**config.mk**
```make
export PLATFORM = sky130hd
export DESIGN_NAME = sbu_core
export DESIGN_NICKNAME = d
export VERILOG_FILES = /design/src/inc/sbu_pkg.sv /design/src/core/sbu_core.sv /design/src/core/sbu_mem.sv /design/src/core/sbu_shift.sv
export SDC_FILE = /design/constraint.sdc
export NUM_CORES = 1
export LEC_CHECK = 0
export BUFFER_PORTS_ARGS = -buffer_cell sky130_fd_sc_hd__clkbuf_2
export CAP_MARGIN = 0
export CORE_MARGIN = 2
export CORE_UTILIZATION = 25
export DETAILED_ROUTE_END_ITERATION = 8
export GPL_ROUTABILITY_DRIVEN = 1
export PLACE_DENSITY_LB_ADDON = 0.08
export SETUP_SLACK_MARGIN = 0.15
export SLEW_MARGIN = 10
export SYNTH_ARGS = -nofsm -noshare
export SYNTH_HDL_FRONTEND = slang
export SYNTH_SLANG_ARGS = --single-unit
```
**constraint.sdc**
```tcl
create_clock -name core_clk -period 6 [get_ports core_clk]
set_clock_uncertainty 0.15 [all_clocks]
set_input_delay 0.6 -clock core_clk [delete_from_list [all_inputs] [get_ports core_clk]]
set_output_delay 0.6 -clock core_clk [all_outputs]
set_load 0.02 [all_outputs]
```
**src/inc/sbu_pkg.sv**
```systemverilog
// Operation
// - register-bit skip: skip next when bit matches
// - io-bit skip: skip next, flags untouched
// - flag branch on status bit s: pc+k+1
// - equal/not-equal on z, same-higher/lower on c
// - carry set/clear branches to pc+k+1
// - minus/plus on n, signed ge on n^v=0
// - signed less-than branches when n^v=1
// - half-carry set/clear branches to pc+k+1
// - transfer-flag set/clear branches, no flag change
// - overflow set/clear branches, no flag change
// - irq enabled/disabled branches on i flag
// - io bit set writes one, two cycles
// - io bit clear writes zero, two cycles
// - left shift/rotate, z c n v, one cycle
// - right logical/rotate/arith shifts, one cycle
// - bit store copies register bit into t
// - bit load copies t into register bit
package sbu_pkg;

  // widths
  localparam int SBU_PCW  = 16;
  localparam int SBU_DW   = 8;
  localparam int SBU_AW   = 5;
  localparam int SBU_KW   = 7;
  localparam int SBU_OPW  = 6;

  // register byte offsets on the bus
  localparam logic [7:0] SBU_OFF_INSTR    = 8'h00;
  localparam logic [7:0] SBU_OFF_FLAGS    = 8'h04;
  localparam logic [7:0] SBU_OFF_PC       = 8'h08;
  localparam logic [7:0] SBU_OFF_GPR_IDX  = 8'h0c;
  localparam logic [7:0] SBU_OFF_GPR_DATA = 8'h10;
  localparam logic [7:0] SBU_OFF_IO_IDX   = 8'h14;
  localparam logic [7:0] SBU_OFF_IO_DATA  = 8'h18;
  localparam logic [7:0] SBU_OFF_STAT     = 8'h1c;

  // instruction word fields
  localparam int SBU_OPC_LSB  = 10;
  localparam int SBU_REG_LSB  = 5;
  localparam int SBU_BIT_LSB  = 0;
  localparam int SBU_K_LSB    = 3;
  localparam int SBU_TWO_WORD = 16;

  // status register flag positions
  localparam int SBU_FC = 0;
  localparam int SBU_FZ = 1;
  localparam int SBU_FN = 2;
  localparam int SBU_FV = 3;
  localparam int SBU_FH = 5;
  localparam int SBU_FT = 6;
  localparam int SBU_FI = 7;

  // stat register fields
  localparam int SBU_ST_BUSY  = 0;
  localparam int SBU_ST_TAKEN = 1;
  localparam int SBU_ST_CYC   = 4;
  localparam int SBU_ST_ILL   = 8;

  // reset values
  localparam logic [SBU_PCW-1:0] SBU_PC_RST    = 16'h0000;
  localparam logic [SBU_DW-1:0]  SBU_FLAGS_RST = 8'h00;

  // cycle counts and pc steps
  localparam logic [1:0] SBU_CYC_ONE   = 2'h1;
  localparam logic [1:0] SBU_CYC_TWO   = 2'h2;
  localparam logic [1:0] SBU_CYC_THREE = 2'h3;
  localparam logic [SBU_PCW-1:0] SBU_STEP_SEQ  = 16'h0001;
  localparam logic [SBU_PCW-1:0] SBU_STEP_SK1  = 16'h0002;
  localparam logic [SBU_PCW-1:0] SBU_STEP_SK2  = 16'h0003;

  // opcodes held in the top six bits of the instruction word
  typedef enum logic [SBU_OPW-1:0] {
    skip_reg_bit_clear, skip_reg_bit_set, skip_io_bit_clear, skip_io_bit_set,
    branch_flag_set, branch_flag_clear, branch_equal, branch_not_equal,
    branch_carry_set, branch_carry_clear, branch_same_or_higher, branch_lower,
    branch_minus, branch_plus, branch_signed_ge, branch_signed_lt,
    branch_half_carry_set, branch_half_carry_clear, branch_transfer_set,
    branch_transfer_clear, branch_overflow_set, branch_overflow_clear,
    branch_irq_enabled, branch_irq_disabled, io_bit_set, io_bit_clear,
    logical_left_shift, logical_right_shift, rotate_left_carry,
    rotate_right_carry, arith_right_shift, bit_to_transfer_flag,
    transfer_flag_to_bit
  } sbu_op_t;

  // execution engine states
  typedef enum logic [1:0] {
    SBU_IDLE, SBU_READ, SBU_EXEC, SBU_WAIT
  } sbu_eng_t;

  // returns {is_branch, taken} for a conditional branch opcode
  function automatic logic [1:0] sbu_branch(input sbu_op_t op,
                                            input logic [SBU_DW-1:0] f,
                                            input logic [2:0] s);
    logic nv;
    nv = f[SBU_FN] ^ f[SBU_FV];
    unique case (op)
      branch_flag_set:         sbu_branch = {1'b1, f[s]};
      branch_flag_clear:       sbu_branch = {1'b1, ~f[s]};
      branch_equal:            sbu_branch = {1'b1, f[SBU_FZ]};
      branch_not_equal:        sbu_branch = {1'b1, ~f[SBU_FZ]};
      branch_same_or_higher:   sbu_branch = {1'b1, ~f[SBU_FC]};
      branch_lower:            sbu_branch = {1'b1, f[SBU_FC]};
      branch_carry_set:        sbu_branch = {1'b1, f[SBU_FC]};
      branch_carry_clear:      sbu_branch = {1'b1, ~f[SBU_FC]};
      branch_minus:            sbu_branch = {1'b1, f[SBU_FN]};
      branch_plus:             sbu_branch = {1'b1, ~f[SBU_FN]};
      branch_signed_ge:        sbu_branch = {1'b1, ~nv};
      branch_signed_lt:        sbu_branch = {1'b1, nv};
      branch_half_carry_set:   sbu_branch = {1'b1, f[SBU_FH]};
      branch_half_carry_clear: sbu_branch = {1'b1, ~f[SBU_FH]};
      branch_transfer_set:     sbu_branch = {1'b1, f[SBU_FT]};
      branch_transfer_clear:   sbu_branch = {1'b1, ~f[SBU_FT]};
      branch_overflow_set:     sbu_branch = {1'b1, f[SBU_FV]};
      branch_overflow_clear:   sbu_branch = {1'b1, ~f[SBU_FV]};
      branch_irq_enabled:      sbu_branch = {1'b1, f[SBU_FI]};
      branch_irq_disabled:     sbu_branch = {1'b1, ~f[SBU_FI]};
      default:                 sbu_branch = 2'h0;
    endcase
  endfunction

endpackage

```
**src/core/sbu_core.sv**
```systemverilog
// The implementer's own choices: the address map and the AHB-Lite register port.
`timescale 1ns/1ps
// skip, branch and bit-operation execution unit behind an ahb-lite slave
module sbu_core
  import sbu_pkg::*;
(
  input  wire logic        core_clk,
  input  wire logic        reset,
  input  wire logic        hsel,
  input  wire logic [31:0] haddr,
  input  wire logic [1:0]  htrans,
  input  wire logic        hwrite,
  input  wire logic [2:0]  hsize,
  input  wire logic [31:0] hwdata,
  input  wire logic        hready,
  output logic      [31:0] hrdata,
  output logic             hreadyout,
  output logic             hresp,
  output logic             busy
);

  // whole state of the unit
  typedef struct packed {
    // engine
    sbu_eng_t           st;          // engine state
    logic [15:0]        instr;       // instruction being executed
    logic               two_word;    // following instruction is two words
    logic [SBU_DW-1:0]  flags;       // status_register
    logic [SBU_PCW-1:0] pc;          // program counter
    // access windows
    logic [SBU_AW-1:0]  gpr_idx;     // general register window index
    logic [SBU_AW-1:0]  io_idx;      // io register window index
    // bookkeeping
    logic [1:0]         cyc_left;    // cycles still to spend
    logic [1:0]         last_cyc;    // cycles of last instruction
    logic               last_taken;  // last branch or skip taken
    logic               illegal;     // last opcode was not decoded
    // bus slave
    logic               dp_valid;    // bus data phase pending
    logic               dp_write;    // pending phase is a write
    logic [7:0]         dp_addr;     // pending register offset
    logic               rd_stage;    // read waits for memory data
    // outputs
    logic [31:0]        hrdata;      // read data to the bus
    logic               hreadyout;   // transfer done
    logic               hresp;       // always okay
    logic               busy;        // engine running
  } sbu_state_t;

  sbu_state_t s_r;     // registered state
  sbu_state_t s_nxt;   // next state

  // register file ports
  logic              gpr_we;      // general register write strobe
  logic [SBU_AW-1:0] gpr_waddr;   // general register write index
  logic [SBU_DW-1:0] gpr_wdata;   // general register write data
  logic [SBU_AW-1:0] gpr_raddr;   // general register read index
  logic [SBU_DW-1:0] gpr_rdata;   // general register read data
  logic              io_we;       // io register write strobe
  logic [SBU_AW-1:0] io_waddr;    // io register write index
  logic [SBU_DW-1:0] io_wdata;    // io register write data
  logic [SBU_AW-1:0] io_raddr;    // io register read index
  logic [SBU_DW-1:0] io_rdata;    // io register read data

  // decode and datapath
  sbu_op_t           op;          // decoded opcode
  logic [SBU_AW-1:0] fld_reg;     // register or io index field
  logic [2:0]        fld_bit;     // bit or flag number field
  logic [SBU_KW-1:0] fld_k;       // raw branch offset
  logic [SBU_PCW-1:0] k_ext;      // sign-extended offset
  logic [SBU_DW-1:0] sh_out;      // shifter result
  logic              sh_c;        // shifter carry out
  logic [1:0]        br;          // {is branch, taken}
  logic              accept;      // new address phase for us

  // instruction fields
  assign op      = sbu_op_t'(s_r.instr[SBU_OPC_LSB +: SBU_OPW]);
  assign fld_reg = s_r.instr[SBU_REG_LSB +: SBU_AW];
  assign fld_bit = s_r.instr[SBU_BIT_LSB +: 3];
  assign fld_k   = s_r.instr[SBU_K_LSB +: SBU_KW];
  // signed offset, pc width
  assign k_ext   = {{(SBU_PCW-SBU_KW){fld_k[SBU_KW-1]}}, fld_k};
  assign br      = sbu_branch(op, s_r.flags, fld_bit);
  // select, nonseq or seq, ready
  assign accept  = hsel & htrans[1] & hready;

  // read index: operand field while running, bus window index when idle
  // window reads only happen while idle
  assign gpr_raddr = (s_r.st == SBU_IDLE) ? s_r.gpr_idx : fld_reg;
  assign io_raddr  = (s_r.st == SBU_IDLE) ? s_r.io_idx  : fld_reg;

  // general registers
  sbu_mem u_gpr (
    .core_clk (core_clk),
    .reset    (reset),
    .we       (gpr_we),
    .waddr    (gpr_waddr),
    .wdata    (gpr_wdata),
    .raddr    (gpr_raddr),
    .rdata    (gpr_rdata)
  );

  // io registers
  sbu_mem u_io (
    .core_clk (core_clk),
    .reset    (reset),
    .we       (io_we),
    .waddr    (io_waddr),
    .wdata    (io_wdata),
    .raddr    (io_raddr),
    .rdata    (io_rdata)
  );

  // shift and rotate datapath
  sbu_shift u_shift (
    .op   (op),
    .din  (gpr_rdata),
    .cin  (s_r.flags[SBU_FC]),
    .dout (sh_out),
    .cout (sh_c)
  );

  // next state: bus slave and execution engine
  // write: one wait state
  // read: two, memories fetch first
  // data phase stalls while busy
  // engine: read, exec, wait
  // commits happen in exec
  always_comb begin
    logic [1:0]         cyc;
    logic [SBU_PCW-1:0] step;
    logic [SBU_DW-1:0]  res;
    logic               bit_v;
    // defaults: one cycle, pc+1
    cyc       = SBU_CYC_ONE;
    step      = SBU_STEP_SEQ;
    res       = '0;
    bit_v     = 1'b0;
    // fields hold unless set
    s_nxt     = s_r;
    gpr_we    = 1'b0;
    gpr_waddr = fld_reg;
    gpr_wdata = '0;
    io_we     = 1'b0;
    io_waddr  = fld_reg;
    io_wdata  = '0;

    // bus slave: every transfer gets at least one wait state
    if (s_r.dp_valid) begin
      if (s_r.st != SBU_IDLE) begin
        // engine running: hold the data phase
        s_nxt.hreadyout = 1'b0;
      end else if (s_r.dp_write) begin
        // register write with data of this phase
        s_nxt.dp_valid  = 1'b0;
        s_nxt.hreadyout = 1'b1;
        unique case (s_r.dp_addr)
          // starts the engine
          SBU_OFF_INSTR: begin
            s_nxt.instr    = hwdata[15:0];
            s_nxt.two_word = hwdata[SBU_TWO_WORD];
            s_nxt.st       = SBU_READ;
          end
          // plain fields
          SBU_OFF_FLAGS:   s_nxt.flags   = hwdata[SBU_DW-1:0];
          SBU_OFF_PC:      s_nxt.pc      = hwdata[SBU_PCW-1:0];
          SBU_OFF_GPR_IDX: s_nxt.gpr_idx = hwdata[SBU_AW-1:0];
          SBU_OFF_IO_IDX:  s_nxt.io_idx  = hwdata[SBU_AW-1:0];
          // window writes
          SBU_OFF_GPR_DATA: begin
            gpr_we    = 1'b1;
            gpr_waddr = s_r.gpr_idx;
            gpr_wdata = hwdata[SBU_DW-1:0];
          end
          SBU_OFF_IO_DATA: begin
            io_we    = 1'b1;
            io_waddr = s_r.io_idx;
            io_wdata = hwdata[SBU_DW-1:0];
          end
          default: begin
            // unmapped or read-only offset: write ignored
          end
        endcase
      end else if (!s_r.rd_stage) begin
        // first read cycle: memories fetch the window words
        s_nxt.rd_stage = 1'b1;
      end else begin
        // second read cycle: capture the addressed word
        s_nxt.rd_stage  = 1'b0;
        s_nxt.dp_valid  = 1'b0;
        s_nxt.hreadyout = 1'b1;
        // upper bits read zero
        s_nxt.hrdata    = '0;
        unique case (s_r.dp_addr)
          // fields in the low bits
          SBU_OFF_INSTR: begin
            s_nxt.hrdata[15:0]         = s_r.instr;
            s_nxt.hrdata[SBU_TWO_WORD] = s_r.two_word;
          end
          SBU_OFF_FLAGS:    s_nxt.hrdata[SBU_DW-1:0]  = s_r.flags;
          SBU_OFF_PC:       s_nxt.hrdata[SBU_PCW-1:0] = s_r.pc;
          SBU_OFF_GPR_IDX:  s_nxt.hrdata[SBU_AW-1:0]  = s_r.gpr_idx;
          SBU_OFF_IO_IDX:   s_nxt.hrdata[SBU_AW-1:0]  = s_r.io_idx;
          SBU_OFF_GPR_DATA: s_nxt.hrdata[SBU_DW-1:0]  = gpr_rdata;
          SBU_OFF_IO_DATA:  s_nxt.hrdata[SBU_DW-1:0]  = io_rdata;
          // read-only status
          SBU_OFF_STAT: begin
            s_nxt.hrdata[SBU_ST_BUSY]       = s_r.busy;
            s_nxt.hrdata[SBU_ST_TAKEN]      = s_r.last_taken;
            s_nxt.hrdata[SBU_ST_CYC +: 2]   = s_r.last_cyc;
            s_nxt.hrdata[SBU_ST_ILL]        = s_r.illegal;
          end
          default: begin
            // unmapped offset reads as zero
          end
        endcase
      end
    end else if (accept) begin
      // address phase taken: open a data phase
      // ready low until done
      s_nxt.dp_valid  = 1'b1;
      s_nxt.dp_write  = hwrite;
      s_nxt.dp_addr   = haddr[7:0];
      s_nxt.rd_stage  = 1'b0;
      s_nxt.hreadyout = 1'b0;
    end

    // execution engine
    // one step per edge
    unique case (s_r.st)
      SBU_IDLE: begin
        // waiting for an instruction
      end
      SBU_READ: begin
        // operands are being read from both register files
        s_nxt.st = SBU_EXEC;
      end
      SBU_EXEC: begin
        // clear last status
        s_nxt.illegal    = 1'b0;
        s_nxt.last_taken = 1'b0;
        if (br[1]) begin
          // conditional branch
          s_nxt.last_taken = br[0];
          // taken: jump, extra cycle
          if (br[0]) begin
            step = k_ext + SBU_STEP_SEQ;
            cyc  = SBU_CYC_TWO;
          end
        end else begin
          // skips, bit ops, shifts
          unique case (op)
            skip_reg_bit_clear, skip_reg_bit_set,
            skip_io_bit_clear, skip_io_bit_set: begin
              // tested bit, io or general
              bit_v = (op == skip_io_bit_clear || op == skip_io_bit_set) ?
                      io_rdata[fld_bit] : gpr_rdata[fld_bit];
              // skip on matching polarity
              if (bit_v == (op == skip_reg_bit_set || op == skip_io_bit_set)) begin
                s_nxt.last_taken = 1'b1;
                // over one or two words
                step = s_r.two_word ? SBU_STEP_SK2 : SBU_STEP_SK1;
                cyc  = s_r.two_word ? SBU_CYC_THREE : SBU_CYC_TWO;
              end
            end
            io_bit_set, io_bit_clear: begin
              // read-modify-write
              io_we    = 1'b1;
              io_wdata = io_rdata;
              io_wdata[fld_bit] = (op == io_bit_set);
              cyc      = SBU_CYC_TWO;
            end
            logical_left_shift, rotate_left_carry, logical_right_shift,
            rotate_right_carry, arith_right_shift: begin
              // result back, flags
              res       = sh_out;
              gpr_we    = 1'b1;
              gpr_wdata = res;
              s_nxt.flags[SBU_FC] = sh_c;
              s_nxt.flags[SBU_FZ] = (res == '0);
              s_nxt.flags[SBU_FN] = res[SBU_DW-1];
              // overflow: n xor c
              s_nxt.flags[SBU_FV] = res[SBU_DW-1] ^ sh_c;
            end
            bit_to_transfer_flag: begin
              // only t moves
              s_nxt.flags[SBU_FT] = gpr_rdata[fld_bit];
            end
            transfer_flag_to_bit: begin
              gpr_we    = 1'b1;
              // other bits kept
              gpr_wdata = gpr_rdata;
              gpr_wdata[fld_bit] = s_r.flags[SBU_FT];
            end
            default: begin
              // undecoded opcode: treated as a one-cycle no-op
              s_nxt.illegal = 1'b1;
            end
          endcase
        end
        // commit pc and cycles
        s_nxt.pc       = s_r.pc + step;
        s_nxt.last_cyc = cyc;
        s_nxt.cyc_left = cyc - SBU_CYC_ONE;
        // one cycle ends here
        s_nxt.st       = (cyc == SBU_CYC_ONE) ? SBU_IDLE : SBU_WAIT;
      end
      SBU_WAIT: begin
        // spend the remaining cycles of a taken branch or skip, or of an io bit set/clear
        s_nxt.cyc_left = s_r.cyc_left - SBU_CYC_ONE;
        // last extra cycle
        if (s_r.cyc_left == SBU_CYC_ONE) begin
          s_nxt.st = SBU_IDLE;
        end
      end
    endcase

    // registered like the rest
    s_nxt.busy  = (s_nxt.st != SBU_IDLE);
    s_nxt.hresp = 1'b0;
  end

  // state register
  always_ff @(posedge core_clk or posedge reset) begin
    if (reset) begin
      // all clear, then reset values and ready high
      s_r            <= '0;
      s_r.st         <= SBU_IDLE;
      s_r.flags      <= SBU_FLAGS_RST;
      s_r.pc         <= SBU_PC_RST;
      s_r.hreadyout  <= 1'b1;
    end else begin
      // load every edge
      s_r <= s_nxt;
    end
  end

  // outputs straight from the state register
  assign hrdata    = s_r.hrdata;
  assign hreadyout = s_r.hreadyout;
  assign hresp     = s_r.hresp;
  assign busy      = s_r.busy;

endmodule

```
**src/core/sbu_mem.sv**
```systemverilog
`timescale 1ns/1ps
// small register file: one write port, one read port with registered data
module sbu_mem
  import sbu_pkg::*;
(
  input  wire logic              core_clk,
  input  wire logic              reset,
  input  wire logic              we,
  input  wire logic [SBU_AW-1:0] waddr,
  input  wire logic [SBU_DW-1:0] wdata,
  input  wire logic [SBU_AW-1:0] raddr,
  output logic      [SBU_DW-1:0] rdata
);

  logic [SBU_DW-1:0] mem [2**SBU_AW];  // storage words

  // write port
  always_ff @(posedge core_clk) begin
    if (we) begin
      mem[waddr] <= wdata;
    end
  end

  // registered read port, cleared on reset
  always_ff @(posedge core_clk or posedge reset) begin
    if (reset) begin
      rdata <= '0;
    end else begin
      rdata <= mem[raddr];
    end
  end

endmodule

```
**src/core/sbu_shift.sv**
```systemverilog
`timescale 1ns/1ps
// shift and rotate datapath, purely combinational
module sbu_shift
  import sbu_pkg::*;
(
  input  sbu_op_t                op,
  input  wire logic [SBU_DW-1:0] din,
  input  wire logic              cin,
  output logic      [SBU_DW-1:0] dout,
  output logic                   cout
);

  // pick the shifted value and the bit pushed out into carry
  always_comb begin
    unique case (op)
      logical_left_shift: begin
        dout = {din[SBU_DW-2:0], 1'b0};
        cout = din[SBU_DW-1];
      end
      rotate_left_carry: begin
        dout = {din[SBU_DW-2:0], cin};
        cout = din[SBU_DW-1];
      end
      logical_right_shift: begin
        dout = {1'b0, din[SBU_DW-1:1]};
        cout = din[0];
      end
      rotate_right_carry: begin
        dout = {cin, din[SBU_DW-1:1]};
        cout = din[0];
      end
      arith_right_shift: begin
        dout = {din[SBU_DW-1], din[SBU_DW-1:1]};
        cout = din[0];
      end
      default: begin
        dout = din;
        cout = cin;
      end
    endcase
  end

endmodule

```
==> run_results.csv, run 1 <==
group,metric,value,unit
critical_path,worstSetupPathType,"flop to flop",
place,dp.cells,3268,
floorplan,start_util,25.2,%
critical_path,crit_path_max_fanout,21,
floorplan,placementRows,121,
floorplan,coreArea,109000,um2
route,wl_per_cell,23.8,um
yosys,synth_ff_type,"edfxtp_1",
place,hpwl,53500,um
yosys,syn_inst,1876,
sta,clock.fmax,0.188,GHz
sta,finalSetupTns,0,ps
sta,finalSetupViolCount,0,
place,port_buffers,49,
sta,period_share,88.7,%
critical_path,rr_worst_depth,16,
route,firstDrtPassIters,5,
route,wl_met3,3370,um
run_status,status,"finished with violations",
clock_tree,hold_buffers,5,
run_status,violations,"negative hold slack",
clock_tree,max-clock-path-buffers,3,
yosys,avgSynthCellArea,14.6,um2
cells_and_area,layout.cells.non_filler,3409,
route,drt-total-wl,81000,um
critical_path,arrival,5700,ps
yosys,syn_area,27400,um2
cells_and_area,nets,2030,
critical_path,endpoint_kind,"flop",
route,met1_length,36500,um
min_path,worstHoldPathType,"input port to asynchronous set/reset pin",
route,top_layer_used,"met5",
route,drtAntennaViolNets,0,
cells_and_area,final_cell_mix,"512 x edfxtp_1, 179 x a211oi_1, 126 x nor2_1",
critical_path,r2r_setup_slack,680,ps
yosys,yosysWarningCount,0,
critical_path,crit_required,6370,ps
sta,slew_headroom,26.5,%
global_route,grt_max_degree,65,
clock_tree,root_buffer,"clkbuf_16",
yosys,async_reset_ff_share,17.0,%
sta,rsz0062_at_grt,"false",
critical_path,rr_startpoint,"fld_bit[0]",
sta,drv_slew,0,
sta,whs,-2.51,ps
power_and_ir_drop,irDropWorstVdd,171,uV
place,gp_congestion,0.801,
global_route,grtUsageTotal,14.5,%
global_route,first_global_vias,16700,
clock_tree,cts_buffers,76,
global_route,overflow,0,
power_and_ir_drop,p_per_area,370,nW/um2
cells_and_area,drive_above_1_share,18.9,%
cells_and_area,nFillCells,10900,
route,first_iter_violations,1050,
sta,setup_ws,676,ps
yosys,ys_ff_latch,617,
yosys,synth.yosys.seq_area_share,65.8,%
power_and_ir_drop,power.static_leakage,9.79,nW
critical_path,r2r_end,"s_r[76]",
route,vias_per_cell,4.76,
floorplan,die_y,335,um
place,place_area,29400,um2
sta,hold_viol,2,
cells_and_area,final_common_cell,"edfxtp_1",
clock_tree,htreeDepth,3,
critical_path,cp-start-kind,"flop",
clock_tree,cts.clk_slew.worst_paths,60,ps
yosys,synth_cell_types,74,
floorplan,fp.dieW,335,um
clock_tree,cts_tree,"done",
route,route.met2.wl,38900,um
clock_tree,cts.sinks,617,
place,post-place-ws,694,ps
clock_tree,clkLatencyLatePin,640,ps
flow_run,drv_cap,0,
global_route,antenna_found_initial,2,
floorplan,pin_count,109,
route,vias,16200,
sta,min_period,5320,ps
route,drc,0,
floorplan,fp.dieArea,112000,um2
yosys,synth_edf_count,512,
global_route,grt_pass1_wl,119000,um
cells_and_area,area_growth,16.1,%
cells_and_area,fin_area,31800,um2
clock_tree,cts_resized,0,
clock_tree,cts_setup_buffers,0,
sta,tightest_slew,1100,ps
[state kept, by name (all words and copies together) (netlist names)]
signal and flops:
fld_k 7, hreadyout 1, hrdata 17, u_io.rdata 8, u_gpr.rdata 8, fld_bit 3
u_gpr.mem 256, u_io.mem 256, busy 1, s_r 54, op 6
[final cells by class]
| type | count | area, um2 | share of cell area, % |
|---|---|---|---|
| multi-input combinational | 1107 | 8730 | 27.5 |
| inverter | 14 | 55.1 | 0.173 |
| sequential | 617 | 18000 | 56.7 |
| timing repair buffer | 121 | 848 | 2.67 |
| antenna | 1 | 2.50 | 0.00787 |
| tap | 1414 | 1770 | 5.57 |
| clock buffer | 99 | 2020 | 6.36 |
| clock inverter | 36 | 344 | 1.08 |
[cells by family after synthesis]
family / count (synthesis) / share of synthesized area, %
DFF: 617 / 65.8
AOI/OAI and AO/OA: 444 / 11.2
and+or+nand+nor: 390 / 6.94
muxes: 214 / 11.3
buffers and inverters: 167 / 3.18
xor gates and xnor gates: 24 / 0.768
adders and majority gates: 19 / 0.896
other: 1 / 0.0137
[critical path, cell delays in order (launching register included)]
cell       delay, ps
dfrtp_1          860
mux4_2           580
mux2i_1          220
o22ai_1          150
xnor2_1          200
nand3_1          170
o22a_1           270
ha_1             220
fa_1             440
a21oi_1          240
o21ai_0          150
a2111oi_0        610
o21a_1           250
o31ai_1          110
a31oi_1          210
xnor2_1           80
a221o_1          280
[routing by layer]
metal,global-route usage (%),up-vias
li1,-,7457
met1,19.2,8280
met2,23.8,340
met3,2.61,137
met4,4.83,2
met5,0,-
[where the power goes]
part | internal [mW] | switching, mW
sequential | 4.81 | 0.374
combinational | 0.819 | 1.36
clock | 2.56 | 1.83
total | 8.19 | 3.57
[per-stage QoR]
step / util (%) / power [mW] / hold slack [ps]
after detailed placement: 27.0 / 7.47 / 325
after global routing: 29.2 / 12.3 / 30.8
final: 29.2 / 11.8 / -2.51
after CTS: 29.2 / 11.9 / 1.88
after global placement: 27.0 / 7.46 / 316
after floorplan: - / 6.66 / 299
[Yosys cell counts, types with 5 or more instances]
cell type	n	area share (%)
edfxtp_1	512	56
a211oi_1	179	4.9
nor2_1	126	1.7
dfrtp_1	104	9.5
mux2i_1	96	3.5
nand2_1	93	1.3
a21oi_1	80	1.5
mux4_2	70	5.8
nor2b_1	69	1.6
clkbuf_1	59	0.81
buf_4	52	1.4
o21ai_0	49	0.90
mux2_2	47	1.9
buf_2	33	0.60
a21o_1	24	0.66
nand3_1	20	0.37
ha_1	18	0.82
nor3_1	17	0.31
o22ai_1	17	0.39
a22oi_1	16	0.44
inv_1	14	0.19
xor2_1	13	0.42
a31oi_1	12	0.27
xnor2_1	11	0.35
nand3b_1	9	0.25
and3_1	8	0.18
nand2b_1	8	0.18
buf_1	7	0.096
a221o_1	6	0.22
a221oi_1	6	0.19
and2_1	6	0.14
o21a_1	6	0.16
a21oi_2	5	0.16
a222oi_1	5	0.18
a32oi_1	5	0.16
nand4_1	5	0.11
nor3b_1	5	0.14
o31ai_1	5	0.14
[worst max path at each step]
stage,from,endpoint,slack (ps),cells past startpoint
detailed placement,fld_bit[0],s_r[76],690,16
global placement,fld_bit[0],s_r[76],720,16
finish,fld_bit[0],s_r[76],680,16
floorplan,fld_bit[0],s_r[76],1700,19
CTS,fld_bit[0],s_r[76],680,16
global route,fld_bit[0],s_r[76],310,16
No activity file was read; power rests on OpenSTA's default activity.
==> run 2: changes to the inputs <==
CORE_ASPECT_RATIO = 0.6   (was default)
PLACE_DENSITY_LB_ADDON = 0.2   (was 0.08)
==> run 2 against run 1 <==
  * The flow still finishes with violations (negative hold slack)
  * Cell count is 0.85% lower
  * Sequential power hardly changed
  * Utilization down 0.38 points
  * Combinational power barely moved
  * Worst setup slack better by 42 ps
  * Non-clock buffer count decreased by 9
  * Routed wire length shrank 4.1%
  * Fmax is 0.79% higher
  * Global-route usage decreased by 0.85 points
  * Clock-buffer cell count decreased by 32
  * First-iteration DRC count grew 42%
  * Highest routed layer is now met4
==> run_results.csv, run 2 (synthesis gave the netlist of run 1 again) <==
group,metric,value,unit
floorplan,start_util,25.4,%
clock_tree,htreeDepth,2,
critical_path,rr_worst_depth,16,
run_status,violations,"negative hold slack",
clock_tree,cts.sinks,617,
sta,hold_viol,1,
cells_and_area,nFillCells,10900,
floorplan,fp.dieArea,112000,um2
critical_path,crit_path_max_fanout,20,
sta,slew_headroom,16.8,%
place,gp_congestion,0.880,
route,route.met2.wl,30400,um
sta,tightest_slew,1250,ps
route,wl_per_cell,23.0,um
critical_path,endpoint_kind,"flop",
global_route,first_global_vias,16300,
route,first_iter_violations,1492,
sta,finalSetupViolCount,0,
run_status,status,"finished with violations",
clock_tree,cts.clk_slew.worst_paths,80,ps
power_and_ir_drop,power,11.1,mW
critical_path,slowest_stage,"dfrtp_1",
critical_path,cp_slowest_stage_delay,730,ps
route,drt-total-wl,77700,um
critical_path,arrival,5660,ps
global_route,grt_pass1_wl,114000,um
sta,period_share,88.0,%
clock_tree,root_buffer,"clkbuf_16",
route,met1_length,41600,um
min_path,worstHoldPathType,"input port to asynchronous set/reset pin",
clock_tree,cts_resized,0,
floorplan,pin_count,109,
global_route,grtUsageTotal,13.6,%
floorplan,die_y,260,um
critical_path,crit_required,6380,ps
sta,finalSetupTns,0,ps
route,drtAntennaViolNets,0,
route,vias,16500,
clock_tree,clkLatencyLatePin,650,ps
clock_tree,cts_buffers,57,
cells_and_area,final_cell_mix,"512 x edfxtp_1, 179 x a211oi_1, 126 x nor2_1",
flow_run,drv_cap,0,
sta,whs,-6.53,ps
cells_and_area,regArea,18000,um2
floorplan,placementRows,93,
cells_and_area,top_regs,"u_gpr.mem x256, u_io.mem x256, s_r x54",
critical_path,cp-start-kind,"flop",
route,wl_met3,4420,um
sta,clock.fmax,0.189,GHz
clock_tree,cts_setup_buffers,0,
clock_tree,max-clock-path-buffers,3,
cells_and_area,area_growth,13.8,%
floorplan,fp.dieW,431,um
route,firstDrtPassIters,7,
cells_and_area,fin_area,31200,um2
place,post-place-ws,787,ps
critical_path,path_cells,"o21ai_0 -> a2111oi_2 -> mux2i_1 -> nand2_1 -> o211ai_2 -> o22a_1 -> ha_1 -> fa_1 -> a21oi_1 -> o21ai_0 -> a2111oi_0 -> o21a_1 -> o31ai_1 -> a31oi_1 -> xnor2_1 -> a221o_1",
critical_path,worstSetupPathType,"flop to flop",
cells_and_area,final_util,28.8,%
global_route,overflow,0,
route,drc,0,
power_and_ir_drop,power.static_leakage,9.51,nW
clock_tree,cts_tree,"done",
sta,rsz0062_at_grt,"false",
sta,min_period,5280,ps
critical_path,cp_common_cell,"o21ai_0",
global_route,grt_max_degree,124,
place,hpwl,52000,um
cells_and_area,final_common_cell,"edfxtp_1",
cells_and_area,multi_input_area,8710,um2
power_and_ir_drop,irDropWorstVdd,267,uV
global_route,antenna_found_initial,1,
sta,setup_ws,717,ps
place,place_area,29300,um2
place,port_buffers,49,
route,top_layer_used,"met4",
cells_and_area,diodes,0,
route,vias_per_cell,4.87,
sta,drv_slew,0,
cells_and_area,nets,2002,
cells_and_area,drive_above_1_share,18.4,%
clock_tree,hold_buffers,0,
floorplan,coreArea,108000,um2
power_and_ir_drop,p_per_area,356,nW/um2
==> run 2: cell count changes in the layout (fill, tap and decap cells not counted), sizes merged <==
cell,before,now
clkbuf,148,116
dlygate4sd3,5,0
buf,67,63
clkinvlp,1,5
clkinv,26,23
bufinv,4,6
diode,1,0
inv,19,18
==> run 2: area by class of cell <==
| type | count | area share [%] |
|---|---|---|
| Tap cell | 1425 | 5.72 |
| Inverter | 14 | 0.177 |
| Sequential cell | 617 | 57.8 |
| Clock inverter | 38 | 1.23 |
| Timing Repair Buffer | 112 | 2.43 |
| Multi-Input combinational cell | 1107 | 28.0 |
| Clock buffer | 67 | 4.70 |
==> run 2: per-stage QoR <==
step | hold slack [ps] | instances
after global placement | 322 | 3275
after detailed placement | 322 | 3275
after CTS | 0.536 | 3380
after floorplan | 299 | 1891
final | -6.53 | 3380
after global routing | 14.6 | 3380
==> run 2: worst max-delay path, delay by kind of cell (launching register included) <==
kind / cells / cell delay (ps)
compound gates: 11 / 3220
flops: 1 / 730
fa+ha+maj: 2 / 650
mux: 1 / 210
simple gates: 1 / 110
xor+xnor: 1 / 90
==> run 2: routing by layer <==
layer	up-vias	global-route usage, %
met5	-	0
met4	0	2.59
met3	95	2.31
met2	440	18.2
met1	8538	22.5
li1	7399	-
==> run 2: final timing paths <==
path | from | end | slack [ps]
setup / recovery | fld_bit[2] | s_r[76] | 720
hold / removal | reset | u_io.rdata[7] | -7
setup reg to reg | fld_bit[2] | s_r[76] | 720
hold reg to reg | hrdata[8] | hrdata[8] | 330
max in group asynchronous | reset | fld_k[6] | 4540
min in group core_clk | haddr[7] | s_r[43] | 40
==> run 2: power by group <==
| part | internal, mW | total (mW) | switching [mW] |
|---|---|---|---|
| clock network | 2.02 | 3.73 | 1.71 |
| logic | 0.801 | 2.17 | 1.37 |
| registers | 4.80 | 5.18 | 0.377 |
